$ cat src/rtl/lkc_pkg.sv
// Purpose: constants shared by the pin-type and link-key command block
// Assumes: opcode fields arrive as 10-bit command fields
// Notes: status codes other than success are local choices
package lkc_pkg;
  // ==========================================================
  // command fields
  localparam logic [9:0] LKC_OP_PIN_WR = 10'h00A;
  localparam logic [9:0] LKC_OP_NEW_UKEY = 10'h00B;
  localparam logic [9:0] LKC_OP_KEY_RD = 10'h00D;
  localparam logic [9:0] LKC_OP_KEY_WR = 10'h011;
  // ==========================================================
  // parameter values
  localparam logic [7:0] LKC_PIN_VARIABLE = 8'h00;
  localparam logic [7:0] LKC_PIN_FIXED = 8'h01;
  localparam logic [7:0] LKC_RD_ONE = 8'h00;
  localparam logic [7:0] LKC_RD_ALL = 8'h01;
  // ==========================================================
  // status codes
  localparam logic [7:0] LKC_ST_OK = 8'h00;
  localparam logic [7:0] LKC_ST_UNKNOWN = 8'h01;
  localparam logic [7:0] LKC_ST_BAD_PARAM = 8'h12;
  // ==========================================================
  // reset values and unit-key mix constant
  localparam logic [7:0] LKC_PIN_RST = 8'h00;
  localparam logic [31:0] LKC_LFSR_RST = 32'hACE1_0001;
  localparam logic [127:0] LKC_UKEY_RST = {4{32'h0000_0000}};
  localparam logic [31:0] LKC_MIX_K = 32'h9E37_79B9;
  // ==========================================================
  // sequencer states
  typedef enum logic [1:0] {
    LKC_IDLE,
    LKC_WRITE,
    LKC_READ,
    LKC_DONE
  } lkc_state_t;
endpackage

$ cat src/rtl/lkc_cmd.sv
// Purpose: pin-type, new unit key and stored link-key command handling
// Assumes: one command at a time; write entries follow their command
// Notes: one key per key-return event
//
// Operation
// - opcode 0x000A stores pin type, 0x00 variable, 0x01 fixed, used in pairing.
// - every command answers one status byte, zero success, nonzero error code.
// - each finished command emits command-complete unless that event is masked.
// - opcode 0x000B, no parameters, creates a replacement unit key.
// - new unit key derived from a freshly generated random seed.
// - later connections use new unit key, open ones keep the old one.
// - combination-key-only device treats new-unit-key command as no effect.
// - opcode 0x000D carries six-byte peer address and one-byte read-all flag.
// - flag 0x00 reads one address, 0x01 reads all, others reserved.
// - keys go out in zero or more return events before completion.
// - read answers store capacity and number of keys read, 16 bits each.
// - opcode 0x0011 carries count, addresses and sixteen-byte keys paired by index.
// - keys stored in list order; once full, remaining keys are dropped unless their address is already stored.
// - write answers how many keys were actually stored.
// - store entries are added only by the stored-key write command.
`timescale 1ns/100ps
`default_nettype none
module lkc_cmd #(
  parameter int DEPTH = 8
) (
  // clock and reset
  input wire logic sys_clk_i,
  input wire logic arst_n_i,
  // command
  input wire logic cmd_valid_i,
  output logic cmd_ready_o,
  input wire logic [9:0] cmd_op_i,
  input wire logic [7:0] cmd_pin_type_i,
  input wire logic [47:0] cmd_peer_addr_i,
  input wire logic [7:0] cmd_read_all_i,
  input wire logic [7:0] cmd_num_keys_i,
  // write list entries
  input wire logic wr_valid_i,
  output logic wr_ready_o,
  input wire logic [47:0] wr_addr_i,
  input wire logic [127:0] wr_key_i,
  // key-return events
  output logic rk_valid_o,
  output logic [47:0] rk_addr_o,
  output logic [127:0] rk_key_o,
  // command-complete events
  input wire logic cc_mask_i,
  output logic cc_valid_o,
  output logic [9:0] cc_op_o,
  output logic [7:0] cc_status_o,
  output logic [15:0] cc_par0_o,
  output logic [15:0] cc_par1_o,
  // pairing and unit keys
  input wire logic use_unit_keys_i,
  output logic [7:0] pin_type_o,
  output logic [127:0] unit_key_o,
  output logic [127:0] unit_key_prev_o
);
  import lkc_pkg::*;
  localparam int IW = $clog2(DEPTH);
  lkc_state_t state_q, state_d;
  logic acc;
  logic wr_fire;
  logic [9:0] op_q;
  logic [7:0] status_q;
  logic all_q;
  logic [47:0] peer_q;
  logic [7:0] cnt_q;
  logic [7:0] nw_q;
  logic [15:0] nr_q;
  logic [IW-1:0] idx_q;
  logic [DEPTH-1:0] vld_q;
  logic [47:0] addr_q [DEPTH];
  logic [127:0] key_q [DEPTH];
  logic [DEPTH-1:0] hit_w, free_w;
  logic [IW-1:0] slot;
  logic slot_ok;
  logic [31:0] lfsr_q;
  logic [127:0] ukey_new;
  logic rd_hit;
  assign acc = cmd_valid_i && cmd_ready_o;
  assign wr_fire = wr_valid_i && wr_ready_o;
  // ==========================================================
  // sequencer
  always_comb begin
    state_d = state_q;
    case (state_q)
      LKC_IDLE: begin
        if (acc) begin
          if (cmd_op_i == LKC_OP_KEY_WR) begin
            state_d = (cmd_num_keys_i == 8'h00) ? LKC_DONE : LKC_WRITE;
          end else if (cmd_op_i == LKC_OP_KEY_RD &&
                       cmd_read_all_i <= LKC_RD_ALL) begin
            state_d = LKC_READ;
          end else begin
            state_d = LKC_DONE;
          end
        end
      end
      LKC_WRITE: if (wr_fire && cnt_q == 8'h01) state_d = LKC_DONE;
      LKC_READ: if (idx_q == IW'(DEPTH - 1)) state_d = LKC_DONE;
      LKC_DONE: state_d = LKC_IDLE;
      default: state_d = LKC_IDLE;
    endcase
  end
  always_ff @(posedge sys_clk_i or negedge arst_n_i) begin
    if (!arst_n_i) begin
      state_q <= LKC_IDLE;
      cmd_ready_o <= 1'b0;
      wr_ready_o <= 1'b0;
    end else begin
      state_q <= state_d;
      cmd_ready_o <= (state_d == LKC_IDLE);
      wr_ready_o <= (state_d == LKC_WRITE);
    end
  end

  // ==========================================================
  // command capture and status
  always_ff @(posedge sys_clk_i or negedge arst_n_i) begin
    if (!arst_n_i) begin
      op_q <= 10'h000;
      status_q <= LKC_ST_OK;
      all_q <= 1'b0;
      peer_q <= 48'h0000_0000_0000;
    end else if (acc) begin
      op_q <= cmd_op_i;
      all_q <= (cmd_read_all_i == LKC_RD_ALL);
      peer_q <= cmd_peer_addr_i;
      if (cmd_op_i != LKC_OP_PIN_WR && cmd_op_i != LKC_OP_NEW_UKEY &&
          cmd_op_i != LKC_OP_KEY_RD && cmd_op_i != LKC_OP_KEY_WR) begin
        status_q <= LKC_ST_UNKNOWN;
      end else if ((cmd_op_i == LKC_OP_KEY_RD &&
                    cmd_read_all_i > LKC_RD_ALL) ||
                   (cmd_op_i == LKC_OP_PIN_WR &&
                    cmd_pin_type_i > LKC_PIN_FIXED)) begin
        status_q <= LKC_ST_BAD_PARAM;
      end else begin
        status_q <= LKC_ST_OK;
      end
    end
  end

  // ==========================================================
  // pin type
  always_ff @(posedge sys_clk_i or negedge arst_n_i) begin
    if (!arst_n_i) begin
      pin_type_o <= LKC_PIN_RST;
    end else if (acc && cmd_op_i == LKC_OP_PIN_WR &&
                 cmd_pin_type_i <= LKC_PIN_FIXED) begin
      pin_type_o <= cmd_pin_type_i;
    end
  end

  // ==========================================================
  // unit key: free-running seed, previous key kept for open links
  always_ff @(posedge sys_clk_i or negedge arst_n_i) begin
    if (!arst_n_i) begin
      lfsr_q <= LKC_LFSR_RST;
    end else begin
      lfsr_q <= {lfsr_q[30:0],
                 lfsr_q[31] ^ lfsr_q[21] ^ lfsr_q[1] ^ lfsr_q[0]};
    end
  end
  assign ukey_new = unit_key_o ^ {lfsr_q, lfsr_q ^ LKC_MIX_K,
                                  ~lfsr_q, {lfsr_q[15:0], lfsr_q[31:16]}};
  always_ff @(posedge sys_clk_i or negedge arst_n_i) begin
    if (!arst_n_i) begin
      unit_key_o <= LKC_UKEY_RST;
      unit_key_prev_o <= LKC_UKEY_RST;
    end else if (acc && cmd_op_i == LKC_OP_NEW_UKEY &&
                 use_unit_keys_i) begin
      unit_key_o <= ukey_new;
      unit_key_prev_o <= unit_key_o;
    end
  end

  // ==========================================================
  // key store: hit replaces in place, else lowest free slot
  for (genvar g = 0; g < DEPTH; g++) begin : g_ent
    assign hit_w[g] = vld_q[g] && (addr_q[g] == wr_addr_i);
    assign free_w[g] = !vld_q[g];
  end
  always_comb begin
    slot = '0;
    slot_ok = 1'b0;
    for (int i = DEPTH - 1; i >= 0; i--) begin
      if (free_w[i]) begin
        slot = IW'(i);
        slot_ok = 1'b1;
      end
    end
    for (int i = DEPTH - 1; i >= 0; i--) begin
      if (hit_w[i]) begin
        slot = IW'(i);
        slot_ok = 1'b1;
      end
    end
  end
  always_ff @(posedge sys_clk_i or negedge arst_n_i) begin
    if (!arst_n_i) begin
      vld_q <= '0;
    end else if (wr_fire && slot_ok) begin
      vld_q[slot] <= 1'b1;
    end
  end
  // table contents need no reset; valid flags guard them
  always_ff @(posedge sys_clk_i) begin
    if (wr_fire && slot_ok) begin
      addr_q[slot] <= wr_addr_i;
      key_q[slot] <= wr_key_i;
    end
  end
  always_ff @(posedge sys_clk_i or negedge arst_n_i) begin
    if (!arst_n_i) begin
      cnt_q <= 8'h00;
      nw_q <= 8'h00;
    end else if (acc) begin
      cnt_q <= cmd_num_keys_i;
      nw_q <= 8'h00;
    end else if (wr_fire) begin
      cnt_q <= cnt_q - 8'h01;
      if (slot_ok) nw_q <= nw_q + 8'h01;
    end
  end

  // ==========================================================
  // read scan, one key per return event
  assign rd_hit = vld_q[idx_q] && (all_q || addr_q[idx_q] == peer_q);
  always_ff @(posedge sys_clk_i or negedge arst_n_i) begin
    if (!arst_n_i) begin
      idx_q <= '0;
      nr_q <= 16'h0000;
      rk_valid_o <= 1'b0;
      rk_addr_o <= 48'h0000_0000_0000;
      rk_key_o <= '0;
    end else begin
      rk_valid_o <= 1'b0;
      if (acc) begin
        idx_q <= '0;
        nr_q <= 16'h0000;
      end else if (state_q == LKC_READ) begin
        idx_q <= idx_q + IW'(1);
        if (rd_hit) begin
          rk_valid_o <= 1'b1;
          rk_addr_o <= addr_q[idx_q];
          rk_key_o <= key_q[idx_q];
          nr_q <= nr_q + 16'h0001;
        end
      end
    end
  end

  // ==========================================================
  // command complete
  always_ff @(posedge sys_clk_i or negedge arst_n_i) begin
    if (!arst_n_i) begin
      cc_valid_o <= 1'b0;
      cc_op_o <= 10'h000;
      cc_status_o <= LKC_ST_OK;
      cc_par0_o <= 16'h0000;
      cc_par1_o <= 16'h0000;
    end else begin
      cc_valid_o <= (state_q == LKC_DONE) && !cc_mask_i;
      if (state_q == LKC_DONE) begin
        cc_op_o <= op_q;
        cc_status_o <= status_q;
        cc_par0_o <= 16'h0000;
        cc_par1_o <= 16'h0000;
        if (op_q == LKC_OP_KEY_RD) begin
          cc_par0_o <= 16'(DEPTH);
          cc_par1_o <= nr_q;
        end else if (op_q == LKC_OP_KEY_WR) begin
          cc_par0_o <= {8'h00, nw_q};
        end
      end
    end
  end
endmodule // lkc_cmd
`default_nettype wire

$ cat config.mk
export PLATFORM = sky130hd
export DESIGN_NAME = lkc_cmd
export DESIGN_NICKNAME = d
export VERILOG_FILES = /design/src/rtl/lkc_pkg.sv /design/src/rtl/lkc_cmd.sv
export SDC_FILE = /design/constraint.sdc
export NUM_CORES = 2
export LEC_CHECK = 0
export BUFFER_PORTS_ARGS = -buffer_cell sky130_fd_sc_hd__buf_4
export CORE_UTILIZATION = 45
export DETAILED_ROUTE_END_ITERATION = 16
export GPL_TIMING_DRIVEN = 0
export PLACE_DENSITY = 0.72
export SETUP_SLACK_MARGIN = 0.2
export SKIP_CTS_REPAIR_TIMING = 1
export SLEW_MARGIN = 40
export SYNTH_ARGS = -nofsm -noshare
export SYNTH_HDL_FRONTEND = slang
export SYNTH_SLANG_ARGS = --single-unit
$ cat constraint.sdc
create_clock -name sys_clk_i -period 15.79 [get_ports sys_clk_i]
set_input_delay 0.7895 -clock sys_clk_i [delete_from_list [all_inputs] [get_ports sys_clk_i]]
set_output_delay 0.7895 -clock sys_clk_i [all_outputs]
set_load 0.05 [all_outputs]
==> reports/qor_table.md <==
| Stage | Result | Value |
| --- | --- | --- |
| outcome | Outcome | finished clean |
| yosys | Top cell type's share of synthesized area | 51.70% |
| yosys | Synthesized area | 81,780 µm² |
| critical path | Cell chain of the critical path | buf_2, buf_6, buf_4, buf_2, mux2i_1, xnor2_1, nor4_1, nand4_1, nor4_2, a31oi_2, nor2_2, buf_4, buf_6, mux2_1 |
| clocking | # clock sinks | 2,026 |
| timing | Hold violation count in the final report | 0 |
| floorplanning | Initial cell density of the core | 45.30% |
| yosys | Sequential element share of the synthesized area | 70.62% |
| finish | Share of final-layout standard cells stronger than drive strength 1 | 30.78% |
| clocking | Number of clock buffers inserted by TritonCTS | 206 |
| yosys | Library cell with the largest summed area after synthesis | edfxtp_1 |
| detailed routing | Final routed DRC violation total | 0 |
| pwr | Leak | 38.77 nW |
| global routing | Total grt overflow | 0 |
| global routing | Via count of the first global-routing pass | 49,041 |
| placed design | Placed Cells incl. Taps | 8,138 |
| timing | Slew headroom | 32.23% |
| yosys | Dominant cells by area after synthesis | edfxtp_1 52%, dfrtp_1 19%, mux4_2 8.8% |
| yosys | Number of library cell types mapped by synthesis | 70 |
| clocking | Clock edge transition at the registers on the reported setup and hold paths | 60 ps |
| finish | Area Overhead vs Synth | 23.39% |
| critical path | Crit path largest cell delay | 690 ps |
| yosys | Post-Syn Instances | 4,876 |
| clocking | Worst-Skew Late Latency | 870 ps |
| pwr | VDD IR-drop max | 0.1113 mV |
| critical path | CP max-delay cell | mux2i_1 |
| finish | Top library cells by usage in the layout, fill and taps aside | 1,408 x edfxtp_1, 765 x buf_4, 654 x nand2_1 |
| detailed routing | DR WL/cell | 31.19 µm |
| placed design | Final weighted congestion in routability-driven placement | 1.019 |
| critical path | Data arrival time at the worst-slack endpoint | 6300 ps |
| detailed routing | Via count | 48,962 |
| timing | Timing-limited maximum frequency | 0.1787 GHz |
| timing | Final setup violation count | 0 |
| detailed routing | Ratio of routed vias to standard cells | 5.726 |
| floorplanning | Overall die area | 183,400 µm² |
| yosys | Number of synthesized flops with an enable pin | 1,408 |
| critical path | Max Fanout on Critical Path | 10 |
| finish | Final Instance Area | 100,900 µm² |
| floorplanning | Width of the die | 428.3 µm |
| clocking | CTS H-Tree Depth | 4 |
| critical path | Class of the most critical setup path | reg2reg |
| critical path | CP Launch Type | register |
| timing | Sum Neg Setup Slack | 0 ps |
| clocking | Clock root buffer | clkbuf_16 |
| detailed routing | Post-DRT Antenna Nets | 0 |
| placed design | Total of buffers placed on input and output ports | 744 |
| global routing | Number of antenna violations at the first check in global routing | 38 |
| pwr | Power Dens Cells | 149.5 nW/µm² |
| clocking | Clock buffer depth | 3 |
| global routing | GRT Total Usage | 28.96% |
| timing | Final Max Tran Viols | 0 |
| timing | Clock skew | 59.89 ps |
| placed design | Post-place instance area | 93,670 µm² |
| finish | Number of nets in the finished design | 6,247 |
| finish | Fin util | 55.89% |
| timing | RSZ-0062 raised after global routing | no |
| detailed routing | Iteration-0 DRC count of the detailed router | 5,291 |
| detailed routing | First-pass iteration count of the detailed router | 7 |
| finish | Final cell count without fillers | 8,551 |
| yosys | Seq cells post-synth | 2,026 |
| floorplanning | Floorplan Core Area | 180,500 µm² |
| run | Max-cap violation count | 0 |
| clocking | CTS tree | done |
| hold path | Hold Path Class | in2reg |
| critical path | Required @ worst endpoint | 16,490 ps |
| timing | Final worst path period share | 35.44% |
| timing | Slew of the pin with the lowest slew margin | 1017 ps |
| detailed routing | Routed Wire Length | 266,700 µm |
| global routing | Global-route wire length before repair | 374,300 µm |
| critical path | Worst Setup End Kind | register |
| floorplanning | Num ports | 758 |
| global routing | Pin count of the biggest net entering global routing | 112 |
| yosys | Mean cell area of the mapped netlist | 16.77 µm² |
| timing | Post-layout min period | 5596 ps |
| yosys | Share of async-settable or async-resettable flops after synthesis | 30.50% |
| yosys | Yosys warnings | 0 |
| floorplanning | Die Span Y | 428.3 µm |
| yosys | Leading register cell type out of synthesis | edfxtp_1 |
| floorplanning | Number of core rows | 156 |
| finish | Most common cell after layout, fill and taps aside | edfxtp_1 |
| placed design | Final HPWL DP | 200,900 µm |
[layout make-up]
| type | instances | area (µm²) |
|---|---|---|
| Sequential cell | 2026 | 57760 |
| Buffer | 264 | 1252 |
| Timing Repair Buffer | 881 | 8581 |
| Clock inverter | 102 | 1304 |
| Multi-Input combinational cell | 2565 | 23020 |
| Antenna cell | 25 | 62.56 |
| Inverter | 33 | 123.9 |
| Fill cell | 13963 | 79640 |
| Clock buffer | 285 | 5846 |
| Tap cell | 2370 | 2965 |
[worst max-delay path: cells and delay by family, from the launching register on]
kind | cells | cell delay, ps
compound gates | 1 | 280
xor+xnor | 1 | 150
buf+inv | 6 | 2270
flops | 1 | 350
mux | 2 | 1020
simple gates | 4 | 1260
[worst paths after layout]
| check | startpoint | slack (ps) | endpoint | cells past startpoint |
|---|---|---|---|---|
| setup / recovery | idx_q[0] | 10190 | rk_key_o[88] | 14 |
| hold / removal | cc_mask_i | 90 | cc_valid_o | 2 |
| setup reg to reg | idx_q[0] | 10190 | rk_key_o[88] | 14 |
| hold reg to reg | lfsr_q[22] | 380 | lfsr_q[23] | 0 |
| max in group asynchronous | arst_n_i | 12880 | rk_key_o[56] | 6 |
| min in group asynchronous | arst_n_i | 450 | rk_valid_o | 2 |
[report_power, final]
group | internal [mW] | switching (mW)
logic | 1.54 | 2.32
registers | 5.95 | 0.200
clock network | 2.94 | 2.13
total | 10.4 | 4.66
[flip-flops by register name, summed over array words and instances (netlist names), 3 cells and up]
name	cells
key_q	1024
addr_q	384
rk_key_o	128
unit_key_o	128
unit_key_prev_o	128
peer_q	48
rk_addr_o	48
lfsr_q	32
cc_par1_o	16
nr_q	16
cc_op_o	10
op_q	10
cc_par0_o	8
cnt_q	8
nw_q	8
pin_type_o	8
vld_q	8
idx_q	3
[layer usage]
layer  track usage [%]  share of wire [%]
met1             37.06                 39
met3             6.227                7.8
met2             46.36                 48
met4             15.53                5.7
met5                 0              0.019
[synth_stat cells (all sizes together), types with 11 or more instances]
library cell / instances
edfxtp: 1408
nand2: 654
dfrtp: 609
xnor2: 384
mux4: 320
mux2: 310
clkbuf: 173
xor2: 146
nand4: 97
buf: 91
mux2i: 73
nor2: 72
o21ai: 69
nor4: 54
nand2b: 46
o31ai: 40
inv: 33
nand3: 33
nor3: 28
a21oi: 23
a22o: 23
o22ai: 20
a22oi: 14
and2: 13
o2111ai: 12
nor2b: 11
[kinds of logic (layout without fill, tap and decap cells)]
| kind of cell | after synthesis | count (layout) | synth area share [%] |
|---|---|---|---|
| DFF | 2026 | 2026 | 70.62 |
| muxes | 703 | 703 | 13.99 |
| xor gates and xnor gates | 530 | 530 | 5.676 |
| buffers and inverters | 297 | 1565 | 1.613 |
| other | 1 | 38 | 0.004585 |
| and+or+nand+nor | 1062 | 1062 | 5.898 |
| adders and majority gates | 6 | 6 | 0.09179 |
| AOI/OAI and AO/OA | 251 | 251 | 2.107 |
[metrics by stage]
| stage | total power, mW | hold WS (ps) | setup WS [ps] |
|---|---|---|---|
| 6_report | 15.08 | 88.84 | 10190 |
| 5_1_grt | 15.53 | 51.11 | 9897 |
| 4_1_cts | 15.15 | -281.7 | 10070 |
| 3_5_place_dp | 10.09 | 367.7 | 9554 |
| 3_3_place_gp | 9.995 | 363.7 | -6013 |
| 2_1_floorplan | 8.579 | 360.9 | 4753 |
(Power assumes the default switching activity.)
